File: src/rtl/fsr_consts.svh
`ifndef FSR_CONSTS_SVH
`define FSR_CONSTS_SVH

`define FSR_CMD_CLEAR_FAULTS 8'h03
`define FSR_OFS_EVENT_RECORD 8'hD0
`define FSR_OFS_IGNORE_SELECT 8'hD1
`define FSR_OFS_RECOVERY_SELECT 8'hD2
`define FSR_OFS_OV_THRESHOLD 8'hD3
`define FSR_OFS_UV_THRESHOLD 8'hD4
`define FSR_OFS_CC_THRESHOLD 8'hD5
`define FSR_OFS_AVG_OC_THRESHOLD 8'hD6

`define FSR_RST_EVENT_RECORD 16'h0000
`define FSR_RST_IGNORE_SELECT 16'h0049
`define FSR_RST_OV_THRESHOLD 8'h06
`define FSR_RST_UV_THRESHOLD 8'h01
`define FSR_RST_CC_THRESHOLD 8'h07
`define FSR_RST_AVG_OC_THRESHOLD 8'h07
`define FSR_RST_RECOVERY_SELECT 16'h0000
`define FSR_LOAD_WAIT 2'h2

`define FSR_STATUS_VALID 16'h03FF
`define FSR_FAULT_VALID 16'h03FC
`define FSR_THRESH_VALID 8'h07
`define FSR_FAULT_LSB 2
`define FSR_FAULT_MSB 9

`endif

File: src/rtl/fsr_pkg.sv
package fsr_pkg;
    typedef enum logic [1:0] {
        FSR_LOAD = 2'b01,
        FSR_RUN = 2'b10
    } fsr_state_t;
endpackage : fsr_pkg

File: src/rtl/fsr_fault_regs.sv
`timescale 1ns/1ps
`include "fsr_consts.svh"
// Notes on behaviour
// - Status word bits 9..2 record faults, bit 1 temp warning, bit 0 comm warning.
// - A set status bit holds until host writes 0, clear-faults command, or reset.
// - Every triggered fault is recorded regardless of its mask bit.
// - Mask word bits 9..2 per fault, other bits unused, reset value 0049h.
// - Masked fault triggers no protective action; operation continues normally.
// - Unmasked fault triggers hiccup or latch-off per its response bit.
// - Response word bits 9..2: 1 selects hiccup, 0 selects latch-off.
// - Response word resets to 0000h, then loads from the synchronised recovery select pin level after reset.
// - Overvoltage threshold selector, bits 2..0 valid, resets to 06h.
// - Undervoltage threshold selector, bits 7..3 unused, bits 2..0 valid.
// - Constant-current threshold selector, bits 2..0 valid, resets to 07h.
// - Average overcurrent threshold selector, bits 2..0 valid, resets to 07h.
// - After clear-faults, still-present faults set again at once and alert again.
module fsr_fault_regs
    import fsr_pkg::*;
(
    input wire logic clk,
    input wire logic sys_rst,
    input wire logic cmd_wr,
    input wire logic cmd_rd,
    input wire logic cmd_send,
    input wire logic [7:0] cmd_code,
    input wire logic [15:0] cmd_wdata,
    output logic [15:0] cmd_rdata,
    input wire logic [15:0] fault_events,
    input wire logic recovery_select_pin,
    output logic [15:0] fault_event_record,
    output logic [15:0] fault_ignore_select,
    output logic [15:0] fault_recovery_select,
    output logic [7:0] output_overvoltage_threshold,
    output logic [7:0] output_undervoltage_threshold,
    output logic [7:0] input_current_regulation_threshold,
    output logic [7:0] average_overcurrent_threshold,
    output logic fault_hiccup,
    output logic fault_latch_off,
    output logic alert_pin
);

// ==========================================================================
// Input synchronisers
logic [15:0] ev_sync;
logic pin_sync;

fsr_sync #(
    .WIDTH(16)
) fsr_sync_event_inst (
    .clk(clk),
    .sys_rst(sys_rst),
    .level_in(fault_events),
    .level_sync(ev_sync)
);

fsr_sync #(
    .WIDTH(1)
) fsr_sync_pin_inst (
    .clk(clk),
    .sys_rst(sys_rst),
    .level_in(recovery_select_pin),
    .level_sync(pin_sync)
);

// ==========================================================================
// Register bank
fsr_state_t state;
fsr_state_t next_state;
logic [15:0] next_status;
logic [15:0] next_mask;
logic [15:0] next_resp;
logic [7:0] next_ov;
logic [7:0] next_uv;
logic [7:0] next_cc;
logic [7:0] next_avg;
logic [15:0] next_rdata;
logic next_alert;
logic [1:0] load_cnt;
logic [1:0] next_load_cnt;
logic [15:0] active;
logic [15:0] trigger;

// Bit 4 of the event inputs is the average overcurrent fault.
assign trigger = ev_sync & `FSR_STATUS_VALID;

always_comb begin
    next_state = state;
    next_load_cnt = load_cnt;
    next_status = fault_event_record;
    next_mask = fault_ignore_select;
    next_resp = fault_recovery_select;
    next_ov = output_overvoltage_threshold;
    next_uv = output_undervoltage_threshold;
    next_cc = input_current_regulation_threshold;
    next_avg = average_overcurrent_threshold;
    next_rdata = cmd_rdata;
    case (state)
        FSR_LOAD: begin
            // Wait for the synchroniser to carry the pin level, then copy it.
            if (load_cnt == `FSR_LOAD_WAIT) begin
                next_resp = pin_sync ? `FSR_FAULT_VALID : 16'h0000;
                next_state = FSR_RUN;
            end else begin
                next_load_cnt = load_cnt + 2'h1;
            end
        end
        FSR_RUN: begin
            if (cmd_send && cmd_code == `FSR_CMD_CLEAR_FAULTS) begin
                next_status = 16'h0000;
            end
            if (cmd_wr) begin
                case (cmd_code)
                    `FSR_OFS_EVENT_RECORD: next_status = fault_event_record & cmd_wdata;
                    `FSR_OFS_IGNORE_SELECT: next_mask = cmd_wdata & `FSR_FAULT_VALID;
                    `FSR_OFS_RECOVERY_SELECT: next_resp = cmd_wdata & `FSR_FAULT_VALID;
                    `FSR_OFS_OV_THRESHOLD: next_ov = cmd_wdata[7:0] & `FSR_THRESH_VALID;
                    `FSR_OFS_UV_THRESHOLD: next_uv = cmd_wdata[7:0] & `FSR_THRESH_VALID;
                    `FSR_OFS_CC_THRESHOLD: next_cc = cmd_wdata[7:0] & `FSR_THRESH_VALID;
                    `FSR_OFS_AVG_OC_THRESHOLD: next_avg = cmd_wdata[7:0] & `FSR_THRESH_VALID;
                    default: begin
                    end
                endcase
            end
        end
        default: begin
            next_state = FSR_LOAD;
        end
    endcase
    // Events win over any clear, so a lasting fault sets again at once.
    next_status = (next_status | trigger) & `FSR_STATUS_VALID;
    if (cmd_rd) begin
        case (cmd_code)
            `FSR_OFS_EVENT_RECORD: next_rdata = fault_event_record;
            `FSR_OFS_IGNORE_SELECT: next_rdata = fault_ignore_select;
            `FSR_OFS_RECOVERY_SELECT: next_rdata = fault_recovery_select;
            `FSR_OFS_OV_THRESHOLD: next_rdata = {8'h00, output_overvoltage_threshold};
            `FSR_OFS_UV_THRESHOLD: next_rdata = {8'h00, output_undervoltage_threshold};
            `FSR_OFS_CC_THRESHOLD: next_rdata = {8'h00, input_current_regulation_threshold};
            `FSR_OFS_AVG_OC_THRESHOLD: next_rdata = {8'h00, average_overcurrent_threshold};
            default: next_rdata = 16'h0000;
        endcase
    end
    next_alert = |next_status;
end

always_ff @(posedge clk or posedge sys_rst) begin
    if (sys_rst) begin
        state <= FSR_LOAD;
        load_cnt <= 2'h0;
        fault_event_record <= `FSR_RST_EVENT_RECORD;
        fault_ignore_select <= `FSR_RST_IGNORE_SELECT;
        fault_recovery_select <= `FSR_RST_RECOVERY_SELECT;
        output_overvoltage_threshold <= `FSR_RST_OV_THRESHOLD;
        output_undervoltage_threshold <= `FSR_RST_UV_THRESHOLD;
        input_current_regulation_threshold <= `FSR_RST_CC_THRESHOLD;
        average_overcurrent_threshold <= `FSR_RST_AVG_OC_THRESHOLD;
        cmd_rdata <= 16'h0000;
        alert_pin <= 1'b0;
    end else begin
        state <= next_state;
        load_cnt <= next_load_cnt;
        fault_event_record <= next_status;
        fault_ignore_select <= next_mask;
        fault_recovery_select <= next_resp;
        output_overvoltage_threshold <= next_ov;
        output_undervoltage_threshold <= next_uv;
        input_current_regulation_threshold <= next_cc;
        average_overcurrent_threshold <= next_avg;
        cmd_rdata <= next_rdata;
        alert_pin <= next_alert;
    end
end

// ==========================================================================
// Protective action
// Only unmasked live faults act; masked ones leave operation untouched.
assign active = trigger & ~fault_ignore_select & `FSR_FAULT_VALID;

logic next_hiccup;
logic next_latch;

always_comb begin
    next_hiccup = |(active & fault_recovery_select);
    next_latch = |(active & ~fault_recovery_select);
end

always_ff @(posedge clk or posedge sys_rst) begin
    if (sys_rst) begin
        fault_hiccup <= 1'b0;
        fault_latch_off <= 1'b0;
    end else begin
        fault_hiccup <= next_hiccup;
        fault_latch_off <= next_latch;
    end
end

endmodule : fsr_fault_regs

// ==========================================================================
// Two-flip-flop synchroniser
// Only the second stage is read, so a metastable first stage never reaches logic.
module fsr_sync
    import fsr_pkg::*;
#(
    parameter int WIDTH = 1
) (
    input wire logic clk,
    input wire logic sys_rst,
    input wire logic [WIDTH-1:0] level_in,
    output logic [WIDTH-1:0] level_sync
);

logic [WIDTH-1:0] level_meta;

always_ff @(posedge clk or posedge sys_rst) begin
    if (sys_rst) begin
        level_meta <= '0;
        level_sync <= '0;
    end else begin
        level_meta <= level_in;
        level_sync <= level_meta;
    end
end

endmodule : fsr_sync

File: config.mk
export PLATFORM = sky130hd
export DESIGN_NAME = fsr_fault_regs
export DESIGN_NICKNAME = d
export VERILOG_FILES = /design/src/rtl/fsr_pkg.sv /design/src/rtl/fsr_fault_regs.sv
export VERILOG_INCLUDE_DIRS = /design/src /design/src/rtl
export SDC_FILE = /design/constraint.sdc
export NUM_CORES = 1
export LEC_CHECK = 0
export BUFFER_PORTS_ARGS = -buffer_cell sky130_fd_sc_hd__buf_2
export CAP_MARGIN = 20
export CORE_MARGIN = 10
export CORE_UTILIZATION = 53
export CTS_CLUSTER_SIZE = 40
export DETAILED_ROUTE_END_ITERATION = 8
export GPL_TIMING_DRIVEN = 0
export PLACE_DENSITY = 0.86
export SYNTH_ARGS = -nofsm -noshare
export SYNTH_HDL_FRONTEND = slang
export SYNTH_SLANG_ARGS = --single-unit
export TNS_END_PERCENT = 5
File: constraint.sdc
create_clock -name clk -period 7.8 [get_ports clk]
set_input_delay 1.56 -clock clk [delete_from_list [all_inputs] [get_ports clk]]
set_output_delay 1.56 -clock clk [all_outputs]
set_load 0.05 [all_outputs]
==> results.md <==
- Share of layout cells above drive strength 1: 0.405
- Crit path time final: 3050 ps
- Data arrival, critical path: 3280 ps
- Max frequency: 0.328 GHz
- Largest net degree at the start of global routing: 79
- Area leader, netlist: dfrtp_1
- Diodes inserted: 0
- Area post-placement: 0.00448 mm2
- Post-route ant nets: 0
- Post-Syn Area: 0.00376 mm2
- Slew Limit Fails: 0
- Antenna violations before repair: 0
- Pre-CTS WS: 4420 ps
- Clk slew on worst S/H paths: 80 ps
- Drt pass-1 iters: 5
- Actual slew at the worst max-slew pin: 932 ps
- # hold bufs at CTS: 0
- Critical path's largest stage delay: 480 ps
- Post-DP HPWL: 7780 um
- Cell Pwr Density: 203 mW/mm2
- Kind of critical path: input port to flop
- Buffers added on ports: 84
- Final Power: 953 uW
- CTS resizes: 0
- Cells along the critical path: buf_2 -> nor3_4 -> nand3_1 -> and3_1 -> or4_1
- Placed cell count: 559
- Endpoints failing setup: 0
- Final hold violation count: 0
- Register area share after synthesis: 0.523
- Ys async rst share: 1.00
- CP Launch Type: input port
- Number of CTS-inserted buffers: 9
- FF-to-FF setup slack: 5660 ps
- FF-to-FF End: fault_recovery_select[6]$_DFFE_PP0P_
- Final Non-Filler Cells: 575
- Root Driver: clkbuf_8
- Final GP Congestion: 0.928
- Crit-path leading delay family: simple AND/OR/NAND/NOR gates
- Worst VDD drop: 0.131 mV
- Grt ovf: 0
- Synth warnings: 0
- Synth Flop Type: dfrtp_1
- Total GRT Usage: 0.192
- MaxCap Viol Count: 0
- Clock buffer depth: 2
- Detailed router's first-iteration violation count: 232
- Synth cell types: 50
- Yosys reg bits: 78
- Critical Path Sink Type: flop
- Worst hold-check path type: flop to flop
- DRC viols: 0
- Worst-Skew Late Latency: 360 ps
- Die area: 0.0109 mm2
- Post-CTS setup buffer count: 0
- Worst hold slack: 351 ps
- R2r startpoint: state[0]$_DFFE_PP1P_
- Final setup margin: 4750 ps
- CP Data Required Time: 8030 ps
- Worst Setup EP: alert_pin$_DFF_PP0_
- Pleak: 2.31 nW
- Vias post-DR: 3,116
- Setup TNS: 0 ps
- Syn_area_per_cell: 11.3 um2
- H-tree lvl count: 3
- Max-slew headroom: 0.378
- Vias in the first global route: 3,126
- Max FO, Critical Path: 9
- Worst Setup SP: cmd_code[5]
- Status: finished, final reports clean
- Die X-Extent: 104 um
- Commonest non-fill, non-tap cell in the layout: buf_2
- Fin util: 0.688
- CTS tree: built
- Period utilization: 0.391
- Final wirelength: 10,500 um
- WL/cell: 18.3 um
- Post-route cell area: 0.00470 mm2
- Initial core utilization: 0.551
- Fillcell total: 513
- Nets: 521
- Top post-synthesis cells by area: dfrtp_1, buf_4, dfstp_2, mux2_2, mux2i_1
- Worst-case reg-to-reg path depth: 5
- Via density per instance: 5.42
- Io pins: 145
- Die Y-Extent: 104 um
- Mapped Cells: 333
- Worst path depth: 5
- Buf+Inv Stages, Crit Path: 1
- Setup Skew: 7.09 ps
- Core area: 0.00683 mm2
- Most frequent cells in the layout: buf_2, dfrtp_1, buf_4, conb_1, mux2_2
- First-pass GRT wire length: 16,800 um
- Layout Area Growth over Synthesis: 24.9%
- Num rows: 30
- Unrepaired setup endpoints after global routing: false
- Number of enable flip-flop cells after synthesis: 0
- Area share of the largest cell type after synthesis: 0.432
- Clock sink count: 78
- Max stage delay cell, worst path: or4_1
[worst register-to-register path: stages, from the launching register on]
cell and delay [ps]:
dfstp_2 570, and4bb_4 260, a41oi_1 580, clkbuf_1 420, nand2_1 120, o21ai_0 100
[worst min path at each step]
stage                     cells past startpoint                                         from                                           to
after floorplan                               0  fsr_sync_event_inst.level_meta[0]$_DFF_PP0_  fsr_sync_event_inst.level_sync[0]$_DFF_PP0_
after global placement                        0  fsr_sync_event_inst.level_meta[6]$_DFF_PP0_  fsr_sync_event_inst.level_sync[6]$_DFF_PP0_
after detailed placement                      0       fsr_sync_pin_inst.level_meta$_DFF_PP0_       fsr_sync_pin_inst.level_sync$_DFF_PP0_
after CTS                                     0       fsr_sync_pin_inst.level_meta$_DFF_PP0_       fsr_sync_pin_inst.level_sync$_DFF_PP0_
after global routing                          0  fsr_sync_event_inst.level_meta[2]$_DFF_PP0_  fsr_sync_event_inst.level_sync[2]$_DFF_PP0_
final                                         0       fsr_sync_pin_inst.level_meta$_DFF_PP0_       fsr_sync_pin_inst.level_sync$_DFF_PP0_
[synthesized netlist by cell type, types with 6 or more instances]
master	n
a21oi_1	15
inv_1	16
dfrtp_1	65
nor4_1	6
mux2i_1	11
o21ai_0	9
o22ai_1	9
dfstp_2	13
clkbuf_1	7
buf_4	47
nand3b_1	7
nand2b_1	8
nand2_1	13
mux2_2	20
nor3b_1	7
nor2b_1	6
nor2_1	13
o211ai_1	9
[cell families (layout without fill, tap and decap cells)]
group,after synthesis,after routing,share of synthesized area
buf+inv,75,175,0.125
simple gates,85,85,0.144
xor+xnor,1,1,0.00233
compound gates,60,60,0.106
other cells,1,47,0.000997
fa+ha+maj,1,1,0.00333
flops,78,78,0.523
mux,32,32,0.0951
[cell type report]
type / instances / area, um2 / area share
Buffer: 59 / 409 / 0.0871
Clock buffer: 9 / 124 / 0.0264
Clock inverter: 7 / 97.6 / 0.0208
Inverter: 16 / 62.6 / 0.0133
Multi-Input combinational cell: 226 / 1500 / 0.319
Sequential cell: 78 / 1970 / 0.419
Tap cell: 96 / 120 / 0.0256
Timing Repair Buffer: 84 / 420 / 0.0895
[flip-flops by register name (all words and copies together) (netlist names), 3 cells and up]
signal and flops:
fault_event_record 10, average_overcurrent_threshold 3, output_overvoltage_threshold 3, output_undervoltage_threshold 3
input_current_regulation_threshold 3, fault_recovery_select 8, fsr_sync_event_inst.level_meta 10, cmd_rdata 10
fault_ignore_select 9, fsr_sync_event_inst.level_sync 10
[where the power goes]
group / switching, mW / total (mW) / internal, mW
registers: 0.0161 / 0.438 / 0.422
logic: 0.129 / 0.178 / 0.0490
clock network: 0.156 / 0.337 / 0.181
total: 0.301 / 0.953 / 0.652
[layer usage]
| metal | part of all wire | GRT usage | vias to the layer above | wire, um |
|---|---|---|---|---|
| met4 | 0.041 | 0.0895 | 0 | 431 |
| met1 | 0.39 | 0.226 | 1468 | 4120 |
| met5 | 0 | 0 | - | 0 |
| li1 | - | - | 1371 | - |
| met2 | 0.47 | 0.308 | 224 | 4920 |
| met3 | 0.10 | 0.0663 | 53 | 1070 |
(Power assumes the default switching activity.)
